**src/verilog/tcq_cfg.svh**
```systemverilog
`ifndef TCQ_CFG_SVH
`define TCQ_CFG_SVH

// ****************************************************************
// register offsets (byte addresses)
// ****************************************************************
`define TCQ_OFF_CTRL        16'h0000
`define TCQ_OFF_CBASE_LO    16'h0080
`define TCQ_OFF_CBASE_HI    16'h0084
`define TCQ_OFF_CWR_LO      16'h0088
`define TCQ_OFF_CWR_HI      16'h008c
`define TCQ_OFF_CRD_LO      16'h0090
`define TCQ_OFF_CRD_HI      16'h0094
`define TCQ_OFF_TAB_BASE    16'h0100

// ****************************************************************
// control register fields
// ****************************************************************
`define TCQ_CTRL_EN         0
`define TCQ_CTRL_IMDE       1
`define TCQ_CTRL_NUM_LSB    4
`define TCQ_CTRL_NUM_MSB    7
`define TCQ_CTRL_QUIESC     31

// ****************************************************************
// descriptor fields (64-bit positions)
// ****************************************************************
`define TCQ_D_VALID         63
`define TCQ_D_INNER_MSB     61
`define TCQ_D_INNER_LSB     59
`define TCQ_D_TYPE_MSB      58
`define TCQ_D_TYPE_LSB      56
`define TCQ_D_OUTER_MSB     55
`define TCQ_D_OUTER_LSB     53
`define TCQ_D_ESZ_MSB       52
`define TCQ_D_ESZ_LSB       48
`define TCQ_D_TPA_MSB       47
`define TCQ_D_PA_MSB        51
`define TCQ_D_PA_LSB        12
`define TCQ_D_SHARE_MSB     11
`define TCQ_D_SHARE_LSB     10
`define TCQ_D_PGSZ_MSB      9
`define TCQ_D_PGSZ_LSB      8
`define TCQ_D_SIZE_MSB      7
`define TCQ_D_SIZE_LSB      0

// ****************************************************************
// offset registers
// ****************************************************************
`define TCQ_OFS_MSB         19
`define TCQ_OFS_LSB         5
`define TCQ_OFS_FLAG        0
`define TCQ_SLOT_SHIFT      5
`define TCQ_PAGE_SLOT_SHIFT 7

// ****************************************************************
// reset values
// ****************************************************************
`define TCQ_RST_EN          1'b0
`define TCQ_RST_QUIESC      1'b1
`define TCQ_RST_DESC        64'h0000_0000_0000_0000
`define TCQ_RST_OFS         15'h0000
`define TCQ_RST_NUM         4'h0

`endif

```
**src/verilog/tcq_pkg.sv**
```systemverilog
package tcq_pkg;

  // ****************************************************************
  // types
  // ****************************************************************
  typedef enum logic [1:0] {
    TCQ_IDLE  = 2'b00,
    TCQ_FETCH = 2'b01,
    TCQ_STALL = 2'b10
  } tcq_state_type;

  typedef enum logic [1:0] {
    TCQ_SH_NONE  = 2'b00,
    TCQ_SH_INNER = 2'b01,
    TCQ_SH_OUTER = 2'b10
  } tcq_share_type;

  typedef enum logic [1:0] {
    TCQ_PG_4K  = 2'b00,
    TCQ_PG_16K = 2'b01,
    TCQ_PG_64K = 2'b10
  } tcq_pgsz_type;

  // reserved share code acts as non-shareable
  function automatic tcq_share_type tcq_eff_share(input logic [1:0] raw);
    tcq_eff_share = (raw == 2'h3) ? TCQ_SH_NONE : tcq_share_type'(raw);
  endfunction : tcq_eff_share

  // reserved page code acts as the largest page
  function automatic tcq_pgsz_type tcq_eff_pgsz(input logic [1:0] raw);
    tcq_eff_pgsz = (raw == 2'h3) ? TCQ_PG_64K : tcq_pgsz_type'(raw);
  endfunction : tcq_eff_pgsz

endpackage : tcq_pkg

```
**src/verilog/tcq_cmd_if.sv**
```systemverilog
`timescale 1ns/1ps
interface tcq_cmd_if;
  logic        enable;
  logic        q_valid;
  logic [51:0] base;
  logic [7:0]  size;
  logic [14:0] wr_off;
  logic        retry;
  logic        clear;
  logic [14:0] rd_off;
  logic        stalled;
  logic        idle;

  modport ctl (output enable, q_valid, base, size, wr_off, retry, clear,
               input  rd_off, stalled, idle);
  modport eng (input  enable, q_valid, base, size, wr_off, retry, clear,
               output rd_off, stalled, idle);
endinterface : tcq_cmd_if

```
**src/verilog/tcq_regs.sv**
```systemverilog
`timescale 1ns/1ps
`include "tcq_cfg.svh"
module tcq_regs
  import tcq_pkg::*;
#(
  parameter int          NTAB       = 8,
  parameter int          PA_BITS    = 52,
  parameter bit          VIRT       = 1'b0,
  parameter logic [23:0] TAB_TYPES  = 24'h000021,
  parameter logic [4:0]  ENTRY_SZ   = 5'h07,
  parameter bit          FIXED_PAGE = 1'b0,
  parameter logic [1:0]  FIXED_PGSZ = 2'h0
)(
  input  wire logic                i_clk,
  input  wire logic                i_rst_n,
  input  wire logic                i_reg_wr,
  input  wire logic                i_reg_rd,
  input  wire logic [15:0]         i_reg_addr,
  input  wire logic [31:0]         i_reg_wdata,
  output logic [31:0]              o_reg_rdata,
  output logic                     o_reg_rvalid,
  input  wire logic                i_xlate_req,
  output logic                     o_xlate_take,
  input  wire logic                i_xlate_busy,
  input  wire logic                i_cache_clean,
  output logic                     o_cmd_req,
  output logic [51:0]              o_cmd_addr,
  output logic [2:0]               o_cmd_inner,
  output logic [2:0]               o_cmd_outer,
  output logic [1:0]               o_cmd_share,
  input  wire logic                i_cmd_ack,
  input  wire logic                i_cmd_err,
  output logic                     o_enabled,
  output logic [NTAB-1:0]          o_tab_valid,
  output logic [2*NTAB-1:0]        o_tab_share,
  output logic [2*NTAB-1:0]        o_tab_pgsz
);

  // ****************************************************************
  // write masks
  // ****************************************************************
  // address bits beyond the implemented width stay zero
  localparam logic [63:0] PA_FIELD = 64'h000f_ffff_ffff_f000;
  localparam logic [63:0] PA_MASK  = PA_FIELD & ((64'h1 << PA_BITS) - 64'h1);
  localparam logic [63:0] CB_MASK  = 64'hb8e0_0000_0000_0cff | PA_MASK;
  localparam logic [31:0] CTRL_VMASK = 32'h0000_00f2;

  // ****************************************************************
  // state
  // ****************************************************************
  logic [63:0] cb_q;
  logic [63:0] cb_d;
  logic [14:0] wr_off_q;
  logic        en_q;
  logic        quiesc_q;
  logic [3:0]  num_q;
  logic        imde_q;
  logic [31:0] rd_mux;
  logic [31:0] tab_rdata;
  logic        tab_hit;
  logic        wr_ctrl;
  logic        wr_cb_lo;
  logic        wr_cb_hi;
  logic        wr_cw_lo;

  tcq_cmd_if cmd ();

  // ****************************************************************
  // address decode
  // ****************************************************************
  // one register word picked by a strobe
  function automatic logic sel(input logic stb, input logic [15:0] a, input logic [15:0] off);
    sel = stb && (a == off);
  endfunction : sel

  assign wr_ctrl  = sel(i_reg_wr, i_reg_addr, `TCQ_OFF_CTRL);
  assign wr_cb_lo = sel(i_reg_wr, i_reg_addr, `TCQ_OFF_CBASE_LO);
  assign wr_cb_hi = sel(i_reg_wr, i_reg_addr, `TCQ_OFF_CBASE_HI);
  assign wr_cw_lo = sel(i_reg_wr, i_reg_addr, `TCQ_OFF_CWR_LO);

  // ****************************************************************
  // control register
  // ****************************************************************
  // enable bit
  always_ff @(posedge i_clk)
  begin
    if (!i_rst_n)
      en_q <= `TCQ_RST_EN;
    else if (wr_ctrl)
      en_q <= i_reg_wdata[`TCQ_CTRL_EN];
  end

  always_ff @(posedge i_clk)
  begin
    if (!i_rst_n)
    begin
      num_q  <= `TCQ_RST_NUM;
      imde_q <= 1'b0;
    end
    else if (wr_ctrl && VIRT)
    begin
      num_q  <= i_reg_wdata[`TCQ_CTRL_NUM_MSB:`TCQ_CTRL_NUM_LSB];
      imde_q <= i_reg_wdata[`TCQ_CTRL_IMDE];
    end
  end

  always_ff @(posedge i_clk)
  begin
    if (!i_rst_n)
      quiesc_q <= `TCQ_RST_QUIESC;
    else
      quiesc_q <= !en_q && cmd.idle && !i_xlate_busy && i_cache_clean;
  end

  // ****************************************************************
  // translation gate
  // ****************************************************************
  // requests ignored while off
  assign o_xlate_take = i_xlate_req && en_q;
  assign o_enabled    = en_q;

  // ****************************************************************
  // command queue descriptor
  // ****************************************************************
  // programmable fields
  always_comb
  begin
    cb_d = cb_q;
    if (wr_cb_lo)
      cb_d[31:0] = i_reg_wdata & CB_MASK[31:0];
    else if (wr_cb_hi)
      cb_d[63:32] = i_reg_wdata & CB_MASK[63:32];
  end

  always_ff @(posedge i_clk)
  begin
    if (!i_rst_n)
      cb_q <= `TCQ_RST_DESC;
    else
      cb_q <= cb_d;
  end

  // ****************************************************************
  // queue access attributes
  // ****************************************************************
  // decoded from next value, in step with cb_q
  always_ff @(posedge i_clk)
  begin
    if (!i_rst_n)
    begin
      o_cmd_inner <= 3'h0;
      o_cmd_outer <= 3'h0;
      o_cmd_share <= 2'h0;
    end
    else
    begin
      o_cmd_inner <= cb_d[`TCQ_D_INNER_MSB:`TCQ_D_INNER_LSB];
      o_cmd_outer <= (cb_d[`TCQ_D_OUTER_MSB:`TCQ_D_OUTER_LSB] == 3'h0)
                   ? cb_d[`TCQ_D_INNER_MSB:`TCQ_D_INNER_LSB]
                   : cb_d[`TCQ_D_OUTER_MSB:`TCQ_D_OUTER_LSB];
      o_cmd_share <= tcq_eff_share(cb_d[`TCQ_D_SHARE_MSB:`TCQ_D_SHARE_LSB]);
    end
  end

  // ****************************************************************
  // command write offset
  // ****************************************************************
  always_ff @(posedge i_clk)
  begin
    if (!i_rst_n)
      wr_off_q <= `TCQ_RST_OFS;
    else if (wr_cw_lo)
      wr_off_q <= i_reg_wdata[`TCQ_OFS_MSB:`TCQ_OFS_LSB];
  end

  // ****************************************************************
  // engine hookup
  // ****************************************************************
  assign cmd.enable  = en_q;
  assign cmd.q_valid = cb_q[`TCQ_D_VALID];
  assign cmd.base    = {cb_q[`TCQ_D_PA_MSB:`TCQ_D_PA_LSB], 12'h000};
  assign cmd.size    = cb_q[`TCQ_D_SIZE_MSB:`TCQ_D_SIZE_LSB];
  assign cmd.wr_off  = wr_off_q;
  // retry pulse on write of 1
  assign cmd.retry   = wr_cw_lo && i_reg_wdata[`TCQ_OFS_FLAG];
  assign cmd.clear   = wr_cb_lo || wr_cb_hi;

  tcq_cmd_engine u_engine (
    .i_clk      (i_clk),
    .i_rst_n    (i_rst_n),
    .cmd        (cmd),
    .o_cmd_req  (o_cmd_req),
    .o_cmd_addr (o_cmd_addr),
    .i_cmd_ack  (i_cmd_ack),
    .i_cmd_err  (i_cmd_err)
  );

  // ****************************************************************
  // translation table descriptors
  // ****************************************************************
  // table bank
  tcq_table_bank #(
    .NTAB       (NTAB),
    .TAB_TYPES  (TAB_TYPES),
    .ENTRY_SZ   (ENTRY_SZ),
    .FIXED_PAGE (FIXED_PAGE),
    .FIXED_PGSZ (FIXED_PGSZ)
  ) u_tables (
    .i_clk   (i_clk),
    .i_rst_n (i_rst_n),
    .i_wr    (i_reg_wr),
    .i_addr  (i_reg_addr),
    .i_wdata (i_reg_wdata),
    .o_hit   (tab_hit),
    .o_rdata (tab_rdata),
    .o_valid (o_tab_valid),
    .o_share (o_tab_share),
    .o_pgsz  (o_tab_pgsz)
  );

  // ****************************************************************
  // read mux
  // ****************************************************************
  always_comb
  begin
    rd_mux = 32'h0000_0000;
    if (tab_hit)
      rd_mux = tab_rdata;
    else
    begin
      case (i_reg_addr)
        `TCQ_OFF_CTRL:
        begin
          rd_mux[`TCQ_CTRL_EN]     = en_q;
          rd_mux[`TCQ_CTRL_QUIESC] = quiesc_q;
          rd_mux[`TCQ_CTRL_NUM_MSB:`TCQ_CTRL_NUM_LSB] = num_q;
          rd_mux[`TCQ_CTRL_IMDE]   = imde_q;
          if (!VIRT)
            rd_mux = rd_mux & ~CTRL_VMASK;
        end
        `TCQ_OFF_CBASE_LO: rd_mux = cb_q[31:0];
        `TCQ_OFF_CBASE_HI: rd_mux = cb_q[63:32];
        `TCQ_OFF_CWR_LO:
          rd_mux[`TCQ_OFS_MSB:`TCQ_OFS_LSB] = wr_off_q;
        `TCQ_OFF_CRD_LO:
        begin
          rd_mux[`TCQ_OFS_MSB:`TCQ_OFS_LSB] = cmd.rd_off;
          rd_mux[`TCQ_OFS_FLAG]             = cmd.stalled;
        end
        `TCQ_OFF_CWR_HI, `TCQ_OFF_CRD_HI:
          rd_mux = 32'h0000_0000;
        default: rd_mux = 32'h0000_0000;
      endcase
    end
  end

  always_ff @(posedge i_clk)
  begin
    if (!i_rst_n)
    begin
      o_reg_rdata  <= 32'h0000_0000;
      o_reg_rvalid <= 1'b0;
    end
    else
    begin
      o_reg_rvalid <= i_reg_rd;
      if (i_reg_rd)
        o_reg_rdata <= rd_mux;
    end
  end

endmodule : tcq_regs

```
**src/verilog/tcq_table_bank.sv**
```systemverilog
`timescale 1ns/1ps
`include "tcq_cfg.svh"
module tcq_table_bank
  import tcq_pkg::*;
#(
  parameter int          NTAB       = 8,
  parameter logic [23:0] TAB_TYPES  = 24'h000021,
  parameter logic [4:0]  ENTRY_SZ   = 5'h07,
  parameter bit          FIXED_PAGE = 1'b0,
  parameter logic [1:0]  FIXED_PGSZ = 2'h0
)(
  input  wire logic                i_clk,
  input  wire logic                i_rst_n,
  input  wire logic                i_wr,
  input  wire logic [15:0]         i_addr,
  input  wire logic [31:0]         i_wdata,
  output logic                     o_hit,
  output logic [31:0]              o_rdata,
  output logic [NTAB-1:0]          o_valid,
  output logic [2*NTAB-1:0]        o_share,
  output logic [2*NTAB-1:0]        o_pgsz
);

  // ****************************************************************
  // storage and masks
  // ****************************************************************
  localparam logic [63:0] WMASK = 64'hbbe0_ffff_ffff_ffff;
  logic [63:0] tab_q [NTAB];
  logic [63:0] tab_view [NTAB];
  logic [2:0]  idx;
  logic        hit;

  assign idx   = i_addr[5:3];
  assign hit   = (i_addr[15:6] == `TCQ_OFF_TAB_BASE >> 6) && (int'(idx) < NTAB);
  assign o_hit = (i_addr[15:6] == `TCQ_OFF_TAB_BASE >> 6);

  function automatic logic [63:0] view(input int n, input logic [63:0] raw);
    logic [63:0] v;
    v = raw;
    v[`TCQ_D_TYPE_MSB:`TCQ_D_TYPE_LSB] = TAB_TYPES[3*n +: 3];
    v[`TCQ_D_ESZ_MSB:`TCQ_D_ESZ_LSB]   = ENTRY_SZ;
    if (FIXED_PAGE)
      v[`TCQ_D_PGSZ_MSB:`TCQ_D_PGSZ_LSB] = FIXED_PGSZ;
    if (TAB_TYPES[3*n +: 3] == 3'h0)
      v[`TCQ_D_SIZE_MSB:`TCQ_D_SIZE_LSB] = 8'h00;
    view = v;
  endfunction : view

  // visible value of each descriptor
  always_comb
  begin
    for (int n = 0; n < NTAB; n++)
      tab_view[n] = view(n, tab_q[n]);
  end

  // ****************************************************************
  // write path
  // ****************************************************************
  always_ff @(posedge i_clk)
  begin
    for (int n = 0; n < NTAB; n++)
    begin
      if (!i_rst_n)
        tab_q[n] <= `TCQ_RST_DESC;
      else if (i_wr && hit && int'(idx) == n)
      begin
        if (i_addr[2])
          tab_q[n][63:32] <= i_wdata & WMASK[63:32];
        else
          tab_q[n][31:0] <= i_wdata & WMASK[31:0];
      end
    end
  end

  // ****************************************************************
  // read and decoded outputs
  // ****************************************************************
  always_comb
  begin
    o_rdata = 32'h0000_0000;
    for (int n = 0; n < NTAB; n++)
      if (hit && int'(idx) == n)
        o_rdata = i_addr[2] ? tab_view[n][63:32] : tab_view[n][31:0];
  end

  always_comb
  begin
    for (int n = 0; n < NTAB; n++)
    begin
      o_valid[n] = tab_q[n][`TCQ_D_VALID];
      o_share[2*n +: 2] = tcq_eff_share(tab_q[n][`TCQ_D_SHARE_MSB:`TCQ_D_SHARE_LSB]);
      o_pgsz[2*n +: 2]  = tcq_eff_pgsz(tab_view[n][`TCQ_D_PGSZ_MSB:`TCQ_D_PGSZ_LSB]);
    end
  end

endmodule : tcq_table_bank

```
**src/verilog/tcq_cmd_engine.sv**
```systemverilog
`timescale 1ns/1ps
`include "tcq_cfg.svh"
module tcq_cmd_engine
  import tcq_pkg::*;
(
  input  wire logic        i_clk,
  input  wire logic        i_rst_n,
  tcq_cmd_if.eng           cmd,
  output logic             o_cmd_req,
  output logic [51:0]      o_cmd_addr,
  input  wire logic        i_cmd_ack,
  input  wire logic        i_cmd_err
);

  tcq_state_type state_q;
  logic [14:0]   off_q;
  logic [15:0]   limit;
  logic [15:0]   nxt;
  logic [14:0]   off_d;
  logic          issue;

  // ****************************************************************
  // wrap arithmetic
  // ****************************************************************
  // queue is circular
  assign limit = 16'(({8'h00, cmd.size} + 16'h0001) << `TCQ_PAGE_SLOT_SHIFT);
  assign nxt   = {1'b0, off_q} + 16'h0001;
  assign off_d = (nxt >= limit) ? 15'h0000 : nxt[14:0];

  assign issue = cmd.enable && cmd.q_valid && (off_q != cmd.wr_off);

  // ****************************************************************
  // sequencer
  // ****************************************************************
  always_ff @(posedge i_clk)
  begin
    if (!i_rst_n)
    begin
      state_q <= TCQ_IDLE;
      off_q   <= `TCQ_RST_OFS;
    end
    else if (cmd.clear)
    begin
      state_q <= TCQ_IDLE;
      off_q   <= `TCQ_RST_OFS;
    end
    else
    begin
      unique case (state_q)
        TCQ_IDLE:
          if (issue)
            state_q <= TCQ_FETCH;
        TCQ_FETCH:
          if (i_cmd_ack)
          begin
            if (i_cmd_err)
              state_q <= TCQ_STALL;
            else
            begin
              state_q <= TCQ_IDLE;
              off_q   <= off_d;
            end
          end
        TCQ_STALL:
          if (cmd.retry)
            state_q <= TCQ_IDLE;
        default:
          state_q <= TCQ_IDLE;
      endcase
    end
  end

  always_ff @(posedge i_clk)
  begin
    if (!i_rst_n)
      o_cmd_addr <= 52'h0;
    else if (state_q == TCQ_IDLE && issue)
      o_cmd_addr <= {cmd.base[51:16], 16'h0000} + {32'h0, off_q, 5'h00};
  end

  assign o_cmd_req   = (state_q == TCQ_FETCH);
  assign cmd.rd_off  = off_q;
  assign cmd.stalled = (state_q == TCQ_STALL);
  assign cmd.idle    = (state_q != TCQ_FETCH);

endmodule : tcq_cmd_engine

```
**config.mk**
```make
export PLATFORM = sky130hd
export DESIGN_NAME = tcq_regs
export DESIGN_NICKNAME = d
export VERILOG_FILES = /design/src/verilog/tcq_pkg.sv /design/src/verilog/tcq_cmd_if.sv /design/src/verilog/tcq_regs.sv /design/src/verilog/tcq_table_bank.sv /design/src/verilog/tcq_cmd_engine.sv
export VERILOG_INCLUDE_DIRS = /design/src /design/src/verilog
export SDC_FILE = /design/constraint.sdc
export NUM_CORES = 1
export LEC_CHECK = 0
export ABC_AREA = 1
export BUFFER_PORTS_ARGS = -buffer_cell sky130_fd_sc_hd__buf_2
export CORE_ASPECT_RATIO = 1.1
export CORE_MARGIN = 4
export CORE_UTILIZATION = 60
export DETAILED_ROUTE_END_ITERATION = 7
export HOLD_SLACK_MARGIN = 0.08
export PLACE_DENSITY = 0.88
export SYNTH_ARGS = -nofsm -noshare
export SYNTH_HDL_FRONTEND = slang
export SYNTH_SLANG_ARGS = --single-unit
```
**constraint.sdc**
```tcl
create_clock -name i_clk -period 4.08 [get_ports i_clk]
set_input_delay 0.204 -clock i_clk [delete_from_list [all_inputs] [get_ports i_clk]]
set_output_delay 0.204 -clock i_clk [all_outputs]
set_load 0.01 [all_outputs]
```
# Yosys cells after proc, flatten, opt, wreduce, memory -nomap -nowiden
# Memory sizes are Yosys's and may differ from the RTL's.
# Cells that the tools add are included.
# word_totals
reg_bits	184
mem_bits_rw	456
inputBits	57
output_inout_bits	136
word_cells	229
mem_count	1
# mem_list
name	words	word_bits	rd	rd_clocked_by_memory_dff	write_ports	line_no	rtl
u_tables.tab_q	8	57	8	0	8	tcq_table_bank.sv:28	logic [63:0] tab_q [NTAB];
# classes
addsub	3
order_cmp	1
eq_ne	36
mux	114
bitwise	19
reduce_logical	41
# ops
op	count
32-bit two-way mux	25
25-bit two-way mux	8
16-bit by 8-bit == test with 1-bit output (second input constant)	4
30-bit two-way mux	2
15-bit case mux with 4 select lines	1
52-bit by 20-bit adder with 52-bit output	1
1-bit two-way mux	51
2-bit two-way mux	20
2-bit == test (second input constant)	18
12-bit case mux with 3 select lines	1
1-bit logical AND	29
15-bit by 1-bit adder with 16-bit output (second input constant)	1
16-bit greater-or-equal comparator	1
16-bit zero test	1
1-bit bitwise OR	16
15-bit two-way mux	1
15-bit != test	1
3-bit == test (second input constant)	4
12-bit two-way mux	1
10-bit by 3-bit == test with 1-bit output (second input constant)	1
8-bit by 1-bit adder with 9-bit output (second input constant)	1
4-bit case mux with 2 select lines	1
3-bit by 2-bit == test with 1-bit output (second input constant)	2
3-bit zero test	2
other kinds (14)	21

# Longest topological paths before layout
# logic_depth
depth_word	11
depth_mapped	17
ltp_nobuf	17

# Modules after synthesis
# From an unflattened synthesis, not the netlist that was laid out.
# unflattened
hier_cells	3294
area_unflattened_um2	27761.6
# by_module_without_submodules
mod	instances	cells_per_inst	area_each_um2	seq_area_each_um2
tcq_table_bank	1	1750	17858.4	11771.3
tcq_regs	1	709	5091.1	2242.2
tcq_cmd_engine	1	835	4812.1	1281.2

# Least setup slack after synthesis
# Ideal clock, no wire load.
# synth_path
path_type	input -> register
start	input i_reg_addr[15]
end	memory u_tables.tab_q[0][0] (netlist name), enable pin
setup_time_ns	0.466
t_arrival_ns	3.318
required_time_ns	3.614
path_slack_ns	0.296
path_stages	7
n_path_buf	0
cell_sequence	nor2_4 -> nand2_1 -> nor2_2 -> nand2_1 -> nor2_1 -> inv_1 -> o21ai_0
# synth_rtl
item	line_no	rtl
from (decl)	tcq_regs.sv:18	input wire logic [15:0] i_reg_addr,
to (decl)	tcq_table_bank.sv:28	

# Worst setup path in the final report
# layout_path
start	register u_engine.off_q[0], in the netlist u_engine.cmd.rd_off[0]
end	register u_engine.off_q[2], in the netlist u_engine.cmd.rd_off[2]
# layout_via
elab_chain_cells	3
# layout_lines
item	line_no	rtl
from (decl)	tcq_cmd_engine.sv:16	logic [14:0] off_q;
from (signal assigned)	tcq_cmd_engine.sv:40	off_q <= `TCQ_RST_OFS;
from (signal assigned)	tcq_cmd_engine.sv:45	off_q <= `TCQ_RST_OFS;
15-bit by 1-bit adder with 16-bit output (*)	tcq_cmd_engine.sv:27	assign nxt = {1'b0, off_q} + 16'h0001;
16-bit greater-or-equal comparator	tcq_cmd_engine.sv:28	assign off_d = (nxt >= limit) ? 15'h0000 : nxt[14:0];
15-bit two-way mux (*)	tcq_cmd_engine.sv:28	
# Every way passes the cells marked *; elsewhere a longest branch is shown, timed or not.
# A chain may end at the register's enable or synchronous reset.

==> results_dict.tcl <==
set metrics [dict create \
    status "complete, but fails checks" \
    failed_checks "design-rule violations" \
    clkPwrFrac 0.431 \
    avgSynthCellArea_um2 8.531 \
    hold_viol 0 \
    worstSetupEndpointType "flip-flop" \
    clkSinkCount 568 \
    die-area_um2 48730 \
    power.switching_mw 2.842 \
    grtUsageMet2 0.5708 \
    route.detailed.drc 1 \
    fmax_mhz 296.4 \
    drt-vias-per-instance 6.190 \
    synth_compound_area_frac 0.07128 \
    setup_violations 0 \
    busiest_layer "met2" \
    fp.dieW_um 210.8 \
    seq_area_frac_synth 0.5633 \
    postRouteAntennaNets 0 \
    grt.met3_usage 0.08528 \
    dp_hpwl_um 56330 \
    worst_pin_slew_ns 1.095 \
    relSlewSlack 0.2680 \
    grt_overflow 0 \
    synth_cell_type_count 41 \
    cts_resized 0 \
    grt_pass1_wl_um 131500 \
    fin_setup_tns_ns 0 \
    grt_use_met1 0.4216 \
    p_comb_frac 0.056 \
    cp_data_required_time_ns 4.59 \
    antenna_found_initial 2 \
    synth_fa_ha_area_frac 0.007649 \
    io_buffers 187 \
    die_height_um 231.1 \
    clock_latency_ns 0.63 \
    post-cts-setup-buffers 0 \
    rsz0062_at_grt "no" \
    cts.root.buffer_cell "clkbuf_16" \
    dr.pass1.iters 8 \
    synthXorXnorAreaFrac 0.01968 \
    layout_commonest_cell "nand2_1" \
    p_leak_nw 12.45 \
    mostFrequentLayoutCells "683 x nand2_1, 626 x nor2_1, 392 x edfxtp_1" \
    cts_tree "done" \
    pin_count 193 \
    clk_pin_slew_ns 0.06 \
    avgRoutedWirePerCell_um 22.26 \
    core_area_um2 44590 \
    p_int_mw 9.654 \
    initial_core_util 0.6089 \
    grt_max_degree 103 \
    seqPwrFrac 0.513 \
    netSwitchingFraction 0.2274 \
    h-tree-depth 2 \
    hold_buffers 38 \
    ys_ff_latch 568 \
    critPathKind "reg2reg" \
    synth_top_family_by_area "simple AND/OR/NAND/NOR gates" \
    drtIter0Drc 3511 \
    multi_input_area_um2 9992 \
    dpl-instance-area_um2 28410 \
    fin_crit_sh 0.8270 \
    maxSlewViolCount 0 \
    netlist_area_um2 27150 \
    fin_crit_ns 3.374 \
    regArea_um2 15290 \
    synthSimpleGateAreaFrac 0.2620 \
    routabilityCongestion 1.024 \
    skew_ns 0.01740 \
    arrival_ns 3.88 \
    start_kind "flip-flop" \
    crit_fanout 13 \
    hold_path_class "in2reg" \
    powerDensity_nw_per_um2 407.2 \
    drt_wl_total_um 87610 \
    cts_buffer_depth 3 \
    finalInstanceArea_um2 30680 \
    area_growth_pct 13.00 \
    vdd_drop_max_mv 0.3034 \
    cts_inserted_buffers 56 \
    vias 24363 \
    grt_pass1_vias 23121 \
    nFillCells 3335 \
    track_usage 0.3470 \
    netlist_instances 3183 \
    synthMuxAreaShare 0.004424 \
    yosysWarnings 0 \
    cap_viol_max_count 0 \
    layout.nets 3383 \
    rows 81 \
    drive_above_1_share 0.1172 \
]
## synthesized netlist by cell type
| cell | instances | area (µm²) |
|---|---|---|
| buf_2 | 63 | 315.3 |
| buf_1 | 11 | 41.29 |
| xor2_1 | 51 | 446.7 |
| conb_1 | 1 | 3.750 |
| clkbuf_1 | 122 | 457.9 |
| nor2_1 | 626 | 2350 |
| nor2_2 | 15 | 93.84 |
| nor2_4 | 5 | 56.30 |
| nand3b_1 | 4 | 30.03 |
| nor3_2 | 5 | 50.05 |
| dfxtp_1 | 176 | 3523 |
| nand3_1 | 124 | 620.6 |
| o21bai_1 | 2 | 15.01 |
| nand2_1 | 683 | 2564 |
| a21oi_1 | 183 | 915.9 |
| clkinv_1 | 18 | 67.56 |
| nand3_2 | 1 | 10.01 |
| o211ai_1 | 9 | 67.56 |
| o2111ai_1 | 1 | 8.760 |
| buf_4 | 19 | 142.6 |
| nand4_4 | 1 | 21.27 |
| nor3b_1 | 1 | 7.510 |
| o21ai_1 | 7 | 35.03 |
| nor3_1 | 34 | 170.2 |
| inv_2 | 13 | 48.80 |
| nand4_1 | 152 | 950.9 |
| nand2_2 | 4 | 25.02 |
| ha_1 | 15 | 187.7 |
| inv_1 | 232 | 870.8 |
| a31oi_1 | 9 | 56.30 |
| nor4_1 | 6 | 37.54 |
| nor4_2 | 1 | 12.51 |
| xnor2_1 | 10 | 87.58 |
| o21ai_0 | 136 | 680.7 |
| nor3b_2 | 2 | 25.02 |
| or2_2 | 9 | 56.30 |
| o22ai_1 | 25 | 156.4 |
| mux2i_1 | 12 | 120.1 |
| nor3_4 | 2 | 32.53 |
| fa_1 | 1 | 20.02 |
| edfxtp_1 | 392 | 11770 |
## layout make-up
| cell class | count | share of cell area |
|---|---|---|
| clock buffer | 85 | 0.05370 |
| inverter | 263 | 0.03226 |
| timing repair buffer | 280 | 0.05827 |
| sequential | 568 | 0.4985 |
| antenna | 1 | 0.00008156 |
| tap | 581 | 0.02369 |
| multi-input combinational | 2141 | 0.3257 |
| clock inverter | 17 | 0.007870 |
## per-stage QoR
| stage | setup WS (ns) | cells | util | hold slack, ns | total power [mW] |
|---|---|---|---|---|---|
| after floorplan | 0.2961 | 3187 | - | 0.3506 | 6.899 |
| after global placement | 0.8769 | 3795 | 0.6371 | 0.4287 | 7.146 |
| after detailed placement | 0.7868 | 3795 | 0.6371 | 0.4345 | 7.165 |
| after CTS | 0.7460 | 3935 | 0.6880 | 0.1141 | 12.45 |
| after global routing | 0.3543 | 3936 | 0.6881 | 0.1427 | 12.76 |
| final | 0.7060 | 3936 | 0.6881 | 0.1469 | 12.50 |
## path summary, 6_finish.rpt
check | cells after the start | to | slack [ns] | startpoint
min reg2reg | 2 | u_engine.o_cmd_addr[8] | 0.44 | u_engine.o_cmd_addr[8]
max reg2reg | 17 | u_engine.cmd.rd_off[2] | 0.71 | u_engine.cmd.rd_off[0]
max | 17 | u_engine.cmd.rd_off[2] | 0.71 | u_engine.cmd.rd_off[0]
min | 5 | o_enabled | 0.15 | i_reg_addr[7]
## routing by layer
layer / wire [µm] / up-vias
met5: 0 / -
met4: 5824 / 0
met3: 11510 / 446
met2: 41030 / 1952
met1: 29240 / 11199
li1: - / 10766
## power groups by stage
| stage | Sequential (mW) | Combinational, mW | Clock (mW) |
|---|---|---|---|
| global placement | 6.52 | 0.630 | 0 |
| floorplan | 6.51 | 0.386 | 0 |
| global route | 6.42 | 0.743 | 5.59 |
| CTS | 6.41 | 0.675 | 5.37 |
| finish | 6.41 | 0.704 | 5.38 |
| detailed placement | 6.53 | 0.639 | 0 |
## critical path: stages (launching register included)
cell and delay (ns):
dfxtp_1 0.42, ha_1 0.22, nand2_1 0.10, nor3_1 0.35
nand3_1 0.22, nor3_1 0.22, xor2_1 0.17, inv_1 0.07
ha_1 0.27, nand2_1 0.04, inv_1 0.06, nand3_1 0.11
nor2_1 0.16, nand3_1 0.42, nand2_1 0.24, nand2_1 0.07
nand2_1 0.08, nor2_1 0.05
## state kept, by name, summed over array words and instances, names as in the netlist
register / flops
u_engine.state_q: 2
o_enabled: 1
cb_q: 57
cmd.wr_off: 15
o_cmd_outer: 3
o_reg_rvalid: 1
o_reg_rdata: 32
u_engine.cmd.rd_off: 15
quiesc_q: 1
o_cmd_share: 2
u_tables.tab_q: 392
u_engine.o_cmd_addr: 47
## cells by family (layout without fill, tap and decap cells)
logic type / Yosys count / in the layout
compound gates: 372 / 372
mux: 12 / 12
flops: 568 / 568
other cells: 1 / 6
simple gates: 1675 / 1675
buf+inv: 478 / 645
xor+xnor: 61 / 61
fa+ha+maj: 16 / 16
(Power assumes the default switching activity.)
